`src/sbit_pkg.sv`:
```
// Package: register map, field positions, timing and state types
package sbit_pkg;
  localparam int unsigned ADDR_W         = 5;
  localparam logic [4:0]  OFS_CTRL       = 5'h00;
  localparam logic [4:0]  OFS_BAUD       = 5'h04;
  localparam logic [4:0]  OFS_DATA       = 5'h08;
  localparam logic [4:0]  OFS_STAT       = 5'h0c;
  localparam int unsigned CTRL_BRK_BIT   = 0;
  localparam int unsigned CTRL_TE_BIT    = 1;
  localparam int unsigned CTRL_M_BIT     = 2;
  localparam logic [7:0]  BAUD_RESET     = 8'h00;
  localparam logic [1:0]  RESP_OKAY      = 2'h0;
  localparam logic [1:0]  RESP_SLVERR    = 2'h2;
  localparam logic [3:0]  FRAME_BITS_M0  = 4'ha;
  localparam logic [3:0]  FRAME_BITS_M1  = 4'hb;
  localparam logic [14:0] BAUD_OVS       = 15'h0010;
  localparam logic [14:0] PRE_DIV_0      = 15'h0001;
  localparam logic [14:0] PRE_DIV_1      = 15'h0003;
  localparam logic [14:0] PRE_DIV_2      = 15'h0004;
  localparam logic [14:0] PRE_DIV_3      = 15'h000d;
  localparam int unsigned FIFO_DEPTH     = 2;

  typedef enum logic [1:0] {S_IDLE, S_IDLEF, S_BREAK, S_DATA} sbit_fsm_type;

  typedef struct packed {
    logic              aw_v;
    logic [4:0]        aw_a;
    logic              w_v;
    logic [31:0]       w_d;
    logic [3:0]        w_s;
    logic              bvalid;
    logic [1:0]        bresp;
    logic              rvalid;
    logic [31:0]       rdata;
    logic [1:0]        rresp;
    logic              send_break_bit;
    logic              te;
    logic              m;
    logic [7:0]        brr;
    logic              idle_req;
    logic              brk_pend;
    sbit_fsm_type      state;
    logic [14:0]       tick;
    logic [3:0]        bitn;
    logic [3:0]        frame_bits;
    logic [10:0]       shreg;
    logic              tx;
    logic [1:0][8:0]   fifo;
    logic              wp;
    logic              rp;
    logic [1:0]        cnt;
  } sbit_state_type;
endpackage

```
`src/sbit_tx.sv`:
```
// Break, idle and data transmitter with an AXI4-Lite register slave
// What this block does
// Set then clear break sends one break
// Eight-bit word length: break lasts ten bits
// Nine-bit word length: break lasts eleven bits
// Breaks repeat while break bit stays set
// Enable toggle queues idle frame before next
// Idle then break gives nominal break length
// Software keeps idle and break requests adjacent
// Baud select divides clock into bit period
// No stretched break, none after clearing
`timescale 1ns/1ps
`default_nettype none
module sbit_tx
  import sbit_pkg::*;
(
  input  wire logic              aclk,
  input  wire logic              aresetn,
  input  wire logic [ADDR_W-1:0] s_axi_awaddr,
  input  wire logic              s_axi_awvalid,
  output logic                   s_axi_awready,
  input  wire logic [31:0]       s_axi_wdata,
  input  wire logic [3:0]        s_axi_wstrb,
  input  wire logic              s_axi_wvalid,
  output logic                   s_axi_wready,
  output logic [1:0]             s_axi_bresp,
  output logic                   s_axi_bvalid,
  input  wire logic              s_axi_bready,
  input  wire logic [ADDR_W-1:0] s_axi_araddr,
  input  wire logic              s_axi_arvalid,
  output logic                   s_axi_arready,
  output logic [31:0]            s_axi_rdata,
  output logic [1:0]             s_axi_rresp,
  output logic                   s_axi_rvalid,
  input  wire logic              s_axi_rready,
  output logic                   tx_out
);
  sbit_state_type st_r;
  sbit_state_type st_nxt;
  logic [14:0]    bit_ticks;
  logic           bit_end;
  logic           last_bit;
  logic           fifo_full;
  logic           wr_go;
  logic           wr_data;

  // Prescaler in bits 7:6, power-of-two divider in bits 2:0
  always_comb begin
    logic [14:0] pr;
    pr = PRE_DIV_0;
    case (st_r.brr[7:6])
      2'h0: pr = PRE_DIV_0;
      2'h1: pr = PRE_DIV_1;
      2'h2: pr = PRE_DIV_2;
      default: pr = PRE_DIV_3;
    endcase
    bit_ticks = 15'((BAUD_OVS * pr) << st_r.brr[2:0]);
  end

  assign bit_end   = (st_r.tick == bit_ticks - 15'h0001);
  assign last_bit  = (st_r.bitn == st_r.frame_bits - 4'h1);
  assign fifo_full = (st_r.cnt == 2'(FIFO_DEPTH));
  assign wr_data   = (st_r.aw_a == OFS_DATA);
  // A full buffer holds the data write back, so no word is lost
  assign wr_go     = st_r.aw_v && st_r.w_v && !st_r.bvalid &&
                     !(wr_data && fifo_full);

  assign s_axi_awready = !st_r.aw_v;
  assign s_axi_wready  = !st_r.w_v;
  assign s_axi_arready = !st_r.rvalid;
  assign s_axi_bvalid  = st_r.bvalid;
  assign s_axi_bresp   = st_r.bresp;
  assign s_axi_rvalid  = st_r.rvalid;
  assign s_axi_rdata   = st_r.rdata;
  assign s_axi_rresp   = st_r.rresp;
  assign tx_out        = st_r.tx;

  always_comb begin
    logic         new_sbk;
    logic         new_te;
    logic         push;
    logic         pop;
    logic         frame_go;
    sbit_fsm_type pick;
    new_sbk  = 1'b0;
    new_te   = 1'b0;
    push     = 1'b0;
    pop      = 1'b0;
    frame_go = 1'b0;
    pick     = S_IDLE;
    st_nxt   = st_r;

    if (s_axi_awvalid && !st_r.aw_v) begin
      st_nxt.aw_v = 1'b1;
      st_nxt.aw_a = s_axi_awaddr;
    end
    if (s_axi_wvalid && !st_r.w_v) begin
      st_nxt.w_v = 1'b1;
      st_nxt.w_d = s_axi_wdata;
      st_nxt.w_s = s_axi_wstrb;
    end
    if (st_r.bvalid && s_axi_bready) begin
      st_nxt.bvalid = 1'b0;
    end
    if (wr_go) begin
      st_nxt.aw_v   = 1'b0;
      st_nxt.w_v    = 1'b0;
      st_nxt.bvalid = 1'b1;
      st_nxt.bresp  = RESP_OKAY;
      if (st_r.aw_a == OFS_CTRL) begin
        if (st_r.w_s[0]) begin
          new_sbk   = st_r.w_d[CTRL_BRK_BIT];
          new_te    = st_r.w_d[CTRL_TE_BIT];
          st_nxt.send_break_bit = new_sbk;
          st_nxt.te  = new_te;
          st_nxt.m   = st_r.w_d[CTRL_M_BIT];
        end
      end else if (st_r.aw_a == OFS_BAUD) begin
        if (st_r.w_s[0]) begin
          st_nxt.brr = st_r.w_d[7:0];
        end
      end else if (wr_data) begin
        push = st_r.w_s[0];
      end else if (st_r.aw_a != OFS_STAT) begin
        st_nxt.bresp = RESP_SLVERR;
      end
    end

    if (s_axi_arvalid && !st_r.rvalid) begin
      st_nxt.rvalid = 1'b1;
      st_nxt.rresp  = RESP_OKAY;
      st_nxt.rdata  = 32'h0000_0000;
      if (s_axi_araddr == OFS_CTRL) begin
        st_nxt.rdata[2:0] = {st_r.m, st_r.te, st_r.send_break_bit};
      end else if (s_axi_araddr == OFS_BAUD) begin
        st_nxt.rdata[7:0] = st_r.brr;
      end else if (s_axi_araddr == OFS_DATA) begin
        st_nxt.rdata = 32'h0000_0000;
      end else if (s_axi_araddr == OFS_STAT) begin
        st_nxt.rdata[5:0] = {st_r.tx, st_r.brk_pend, st_r.idle_req,
                             st_r.cnt == 2'h0, fifo_full,
                             st_r.state != S_IDLE};
      end else begin
        st_nxt.rresp = RESP_SLVERR;
      end
    end else if (st_r.rvalid && s_axi_rready) begin
      st_nxt.rvalid = 1'b0;
    end

    // Next frame chosen once, both from rest and at a frame's end
    if (st_r.te) begin
      if (st_r.idle_req) begin
        pick = S_IDLEF;
      end else if (st_r.brk_pend || st_r.send_break_bit) begin
        pick = S_BREAK;
      end else if (st_r.cnt != 2'h0) begin
        pick = S_DATA;
      end
    end

    if (st_r.state == S_IDLE) begin
      frame_go = (pick != S_IDLE);
    end else begin
      st_nxt.tick = st_r.tick + 15'h0001;
      if (bit_end) begin
        st_nxt.tick  = 15'h0000;
        st_nxt.bitn  = st_r.bitn + 4'h1;
        st_nxt.shreg = {1'b1, st_r.shreg[10:1]};
        if (last_bit) begin
          // Break ends on its own count; the level alone can repeat it
          st_nxt.state = S_IDLE;
          frame_go     = (pick != S_IDLE);
        end
      end
    end

    if (frame_go) begin
      st_nxt.state      = pick;
      st_nxt.tick       = 15'h0000;
      st_nxt.bitn       = 4'h0;
      st_nxt.frame_bits = st_r.m ? FRAME_BITS_M1 : FRAME_BITS_M0;
      if (pick == S_IDLEF) begin
        st_nxt.idle_req = 1'b0;
      end else if (pick == S_BREAK) begin
        st_nxt.brk_pend = 1'b0;
      end else begin
        pop = 1'b1;
        if (st_r.m) begin
          st_nxt.shreg = {1'b1, st_r.fifo[st_r.rp], 1'b0};
        end else begin
          st_nxt.shreg = {2'h3, st_r.fifo[st_r.rp][7:0], 1'b0};
        end
      end
    end

    // Requests set after the consuming clear, so a new event wins
    if (new_sbk && !st_r.send_break_bit && wr_go) begin
      st_nxt.brk_pend = 1'b1;
    end
    if (new_te && !st_r.te && wr_go) begin
      st_nxt.idle_req = 1'b1;
    end

    if (push) begin
      st_nxt.fifo[st_r.wp] = {st_r.w_s[1] & st_r.w_d[8], st_r.w_d[7:0]};
      st_nxt.wp = !st_r.wp;
    end
    if (pop) begin
      st_nxt.rp = !st_r.rp;
    end
    st_nxt.cnt = st_r.cnt + 2'(push) - 2'(pop);

    case (st_nxt.state)
      S_BREAK: st_nxt.tx = 1'b0;
      S_DATA:  st_nxt.tx = st_nxt.shreg[0];
      default: st_nxt.tx = 1'b1;
    endcase
  end

  always_ff @(posedge aclk) begin
    if (!aresetn) begin
      st_r       <= '0;
      st_r.state <= S_IDLE;
      st_r.brr   <= BAUD_RESET;
      st_r.tx    <= 1'b1;
    end else begin
      st_r <= st_nxt;
    end
  end

  brk_low_a: assert property (@(posedge aclk) disable iff (!aresetn)
    st_r.state == S_BREAK |-> tx_out == 1'b0)
    else $error("Line not low during break");
  len_ten_a: assert property (@(posedge aclk) disable iff (!aresetn)
    (st_r.state != S_BREAK && st_nxt.state == S_BREAK && !st_r.m)
    |=> st_r.frame_bits == FRAME_BITS_M0)
    else $error("Break length not ten bits");
  len_eleven_a: assert property (@(posedge aclk) disable iff (!aresetn)
    (st_r.state != S_BREAK && st_nxt.state == S_BREAK && st_r.m)
    |=> st_r.frame_bits == FRAME_BITS_M1)
    else $error("Break length not eleven bits");
  brk_repeat_a: assert property (@(posedge aclk) disable iff (!aresetn)
    (st_r.state == S_BREAK && bit_end && last_bit && st_r.send_break_bit &&
     st_r.te && !st_r.idle_req)
    |=> st_r.state == S_BREAK && st_r.bitn == 4'h0 && !tx_out)
    else $error("Break not repeated while bit set");
  idle_first_a: assert property (@(posedge aclk) disable iff (!aresetn)
    (st_r.state == S_IDLE && st_r.idle_req && st_r.te)
    |=> st_r.state == S_IDLEF ##1 tx_out)
    else $error("Idle frame not sent first");
  brk_end_a: assert property (@(posedge aclk) disable iff (!aresetn)
    (st_r.state == S_BREAK && bit_end && last_bit && !st_r.send_break_bit &&
     !st_r.brk_pend) |=> st_r.state != S_BREAK)
    else $error("Extra break after clearing");
  brk_bits_a: assert property (@(posedge aclk) disable iff (!aresetn)
    st_r.state == S_BREAK |-> st_r.bitn < st_r.frame_bits)
    else $error("Break stretched beyond frame");
  baud_tick_a: assert property (@(posedge aclk) disable iff (!aresetn)
    (st_r.state != S_IDLE && !bit_end && $stable(st_r.brr))
    |=> st_r.tick == $past(st_r.tick) + 15'h0001)
    else $error("Bit timer not counting");
  fifo_cnt_a: assert property (@(posedge aclk) disable iff (!aresetn)
    st_r.cnt <= 2'h2)
    else $error("Buffer count overflow");
endmodule
`default_nettype wire

```
`config.mk`:
```
export PLATFORM = sky130hd
export DESIGN_NAME = sbit_tx
export DESIGN_NICKNAME = d
export VERILOG_FILES = /design/src/sbit_pkg.sv /design/src/sbit_tx.sv
export SDC_FILE = /design/constraint.sdc
export NUM_CORES = 1
export LEC_CHECK = 0
export BUFFER_PORTS_ARGS = -buffer_cell sky130_fd_sc_hd__buf_4
export CORE_MARGIN = 2
export CORE_UTILIZATION = 40
export CTS_CLUSTER_DIAMETER = 150
export CTS_CLUSTER_SIZE = 10
export DETAILED_ROUTE_END_ITERATION = 10
export PLACE_DENSITY_LB_ADDON = 0.08
export SYNTH_ARGS = -nofsm -noshare
export SYNTH_HDL_FRONTEND = slang
export SYNTH_SLANG_ARGS = --single-unit
```
`constraint.sdc`:
```
create_clock -name aclk -period 6.4 [get_ports aclk]
set_input_delay 1.28 -clock aclk [delete_from_list [all_inputs] [get_ports aclk]]
set_output_delay 1.28 -clock aclk [all_outputs]
set_load 0.005 [all_outputs]
```
==> metrics.txt <==
Crit path top cell by count ha_1; pin count of the biggest net entering global routing 60; Primary FF master, synth dfxtp_1; Slew @ Worst Pin about 1.1 ns; peak fanout along the critical path 24; Tot GR Track Use around 17%; Layout area overhead 10.3%; drt drc 0; CTS H-tree lvls 3; DR vias 4,001; core area 0.0126 mm^2; EDFF count, synth 0; io pins 95; top-area cell type share of the netlist area 38.6%; CP Launch Type flop; Netlist cell types 61; vias in the first global route approximately 3,700; Crit path max-delay family simple AND/OR/NAND/NOR gates; Synth Register Bits 100; setup TNS 0 ns; critical path required time 6.61 ns; CTS Buf Count 9; die width 118 um; clock transition at the registers of the reported paths about 0.070 ns; leakage 2.26 nW; die area 0.0139 mm^2; Initial Util between 40% and 50%; Die H 118 um; met3 Usage GRT between 3 and 4%; clock sinks 100; total setup buffers inserted after CTS 0; Final Max Tran Viols 0; Max Fclk 0.197 GHz; crit path DAT 5.29 ns; Peak VDD IR 0.111 mV; slew margin rel. 23.6%; Pre-antenna DRT Iters 4; status finished, final reports clean; Pwr per Cell Area 220 mW/mm^2; clk root buf clkbuf_16; Resized Gates After CTS 0; slowest CP cell dfxtp_1; met1 Use GR 24.1%; worst path cell trace nor2b_1 > or3_1 > ha_1 > nor3b_2 > and3_1 > nor4_1 > nor4_2 > nand4_2 > o31ai_1 > nand2b_1 > inv_1 > ha_1 > inv_1 > ha_1 > xor2_1 > xnor2_1 > nor2_1; antenna violations before repair 0; Placed Cells incl. Taps 782; Synthesis Warnings 0; Worst path max stage delay 0.86 ns; final non-filler cell total 798; Avg Inst Size Synth 8.55 um^2; Clock Path Buffers 2; met2 Usage GRT 24.9%; global route overflow 0; RSZ-0062 raised after global routing no; CP endpoint kind flop; Final ANT Viol Nets 0; FP Rows 41; Max-Cap Viols 0; Hold Vio Cnt, Final 0; final setup violation count 0; fin crit share 79.4%; Netlist Area Pre-Place just over 0.005 mm^2; Buf/Inv on CP 2; Iter 0 DRT Violations 178; gp weighted congestion 0.748; clk_lat worst skew 0.35 ns; Synth area leaders dfxtp_1 (39%), mux2i_1 (9.3%), nor2_1 (6.6%); post-synth top area cell dfxtp_1; critical path class reg -> reg; ys async rst share 0%; hold bufs inserted after CTS 0; sequential share of the synthesized area 38.6%; share of post-route cells with drive strength above 1 a little over an eighth; Hold Crit Class reg -> reg; Tmin final between 5 and 6 ns; clock skew 0.00677 ns; GR peak layer met2; vias per cell 5.01; Wirelength per Cell 14.0 um; # diodes 0; I/O Buffers 43; Total Routed Length 11.2 mm; clock tree from TritonCTS done; Detail Placement HPWL 8.13 mm; Post-Syn Instances 606; first-pass GRT wire length 18.8 mm; layout net count about 680
## tightest hold or removal path: stages, from the launching register on
cell and delay, ns:
dfxtp_1 0.32, nand2_1 0.06, a21oi_1 0.05
## per-layer routing
layer / wire, um / share of wire [%]
met5: 0 / 0
met4: 165 / 1.5
met3: 403 / 3.6
met2: 4970 / 44
met1: 5650 / 50
## logic make-up after synthesis
group | after synthesis | share of synthesized area, %
and+or+nand+nor | 231 | 21.6
DFF | 100 | 38.6
AOI/OAI and AO/OA | 97 | 12.2
buffers and inverters | 83 | 9.49
muxes | 57 | 11.2
xor gates and xnor gates | 30 | 5.07
adders and majority gates | 7 | 1.69
other | 1 | 0.0724
## cell usage after synthesis (all sizes together), types with 2 or more instances
master  instances
dfxtp         100
nor2           91
buf            53
mux2i          48
nand2          48
a21oi          37
inv            16
xor2           16
nand3          15
clkbuf         14
nor3           14
o21ai          14
xnor2          14
a211oi         11
mux2            9
nor2b           8
and3            7
ha              7
nand2b          7
nand4           7
nor4            7
o31ai           7
nand3b          6
a22oi           5
or3             5
a22o            4
a31oi           4
or2             4
and2            3
o31a            3
a21boi          2
nor3b           2
## state kept, by name (all words and copies together) (netlist names)
register      count
s_axi_rvalid      1
s_axi_bvalid      1
st_r             87
tx_out            1
s_axi_bresp       1
s_axi_rresp       1
s_axi_rdata       8
## path summary, 6_finish.rpt
path / start / end / slack (ns) / depth (start not counted)
min: st_r[122] / st_r[122] / 0.47 / 2
min reg2reg: st_r[122] / st_r[122] / 0.47 / 2
max: st_r[68] / st_r[1] / 1.32 / 17
max reg2reg: st_r[68] / st_r[1] / 1.32 / 17
## metrics by stage
step / hold slack (ns) / power, mW / cell area, um^2 / setup slack, ns / utilization (%)
3_3_place_gp: 0.457 / 0.714 / 5410 / 1.42 / 42.8
6_report: 0.474 / 1.26 / 5720 / 1.32 / 45.3
4_1_cts: 0.480 / 1.28 / 5720 / 1.28 / 45.3
2_1_floorplan: 0.437 / 0.699 / 5280 / 2.42 / -
3_5_place_dp: 0.469 / 0.716 / 5410 / 1.31 / 42.8
5_1_grt: 0.501 / 1.32 / 5720 / 0.791 / 45.3
## cell type report
type | count | area (um^2)
clock buffers | 9 | 225
flip-flops and latches | 100 | 2000
clock inverters | 7 | 85.1
multi-input cells | 448 | 2780
repair buffers | 46 | 345
inverters | 16 | 60.1
well taps | 172 | 215
fillers | 1302 | 6900
## power breakdown
group          internal, mW  switching (mW)  total [mW]
clock                 0.309           0.251       0.560
sequential            0.631         0.00996       0.641
combinational        0.0256          0.0340      0.0596
## layout by cell type, fill, tap and decap left out, types with 2 or more instances in the layout
master     instances
nand3b_1           6
nand2b_1           7
or3_1              5
nand3_1           15
conb_1            26
nor2_1            91
a21boi_0           2
a211oi_1          10
inv_6              2
ha_1               7
xor2_1            16
dfxtp_1          100
o31a_1             3
nand2_1           48
a21oi_1           37
nor2b_1            8
buf_4             46
mux2_2             9
a22oi_1            5
and3_1             7
mux2i_1           48
o21ai_0           13
and2_1             3
clkbuf_16          9
a22o_1             4
nor4_1             5
nor3_1            14
inv_1             15
xnor2_1           14
nand4_1            6
o31ai_1            6
or2_2              3
a31oi_1            4
Note: power is estimated with default switching activity, not from simulation.
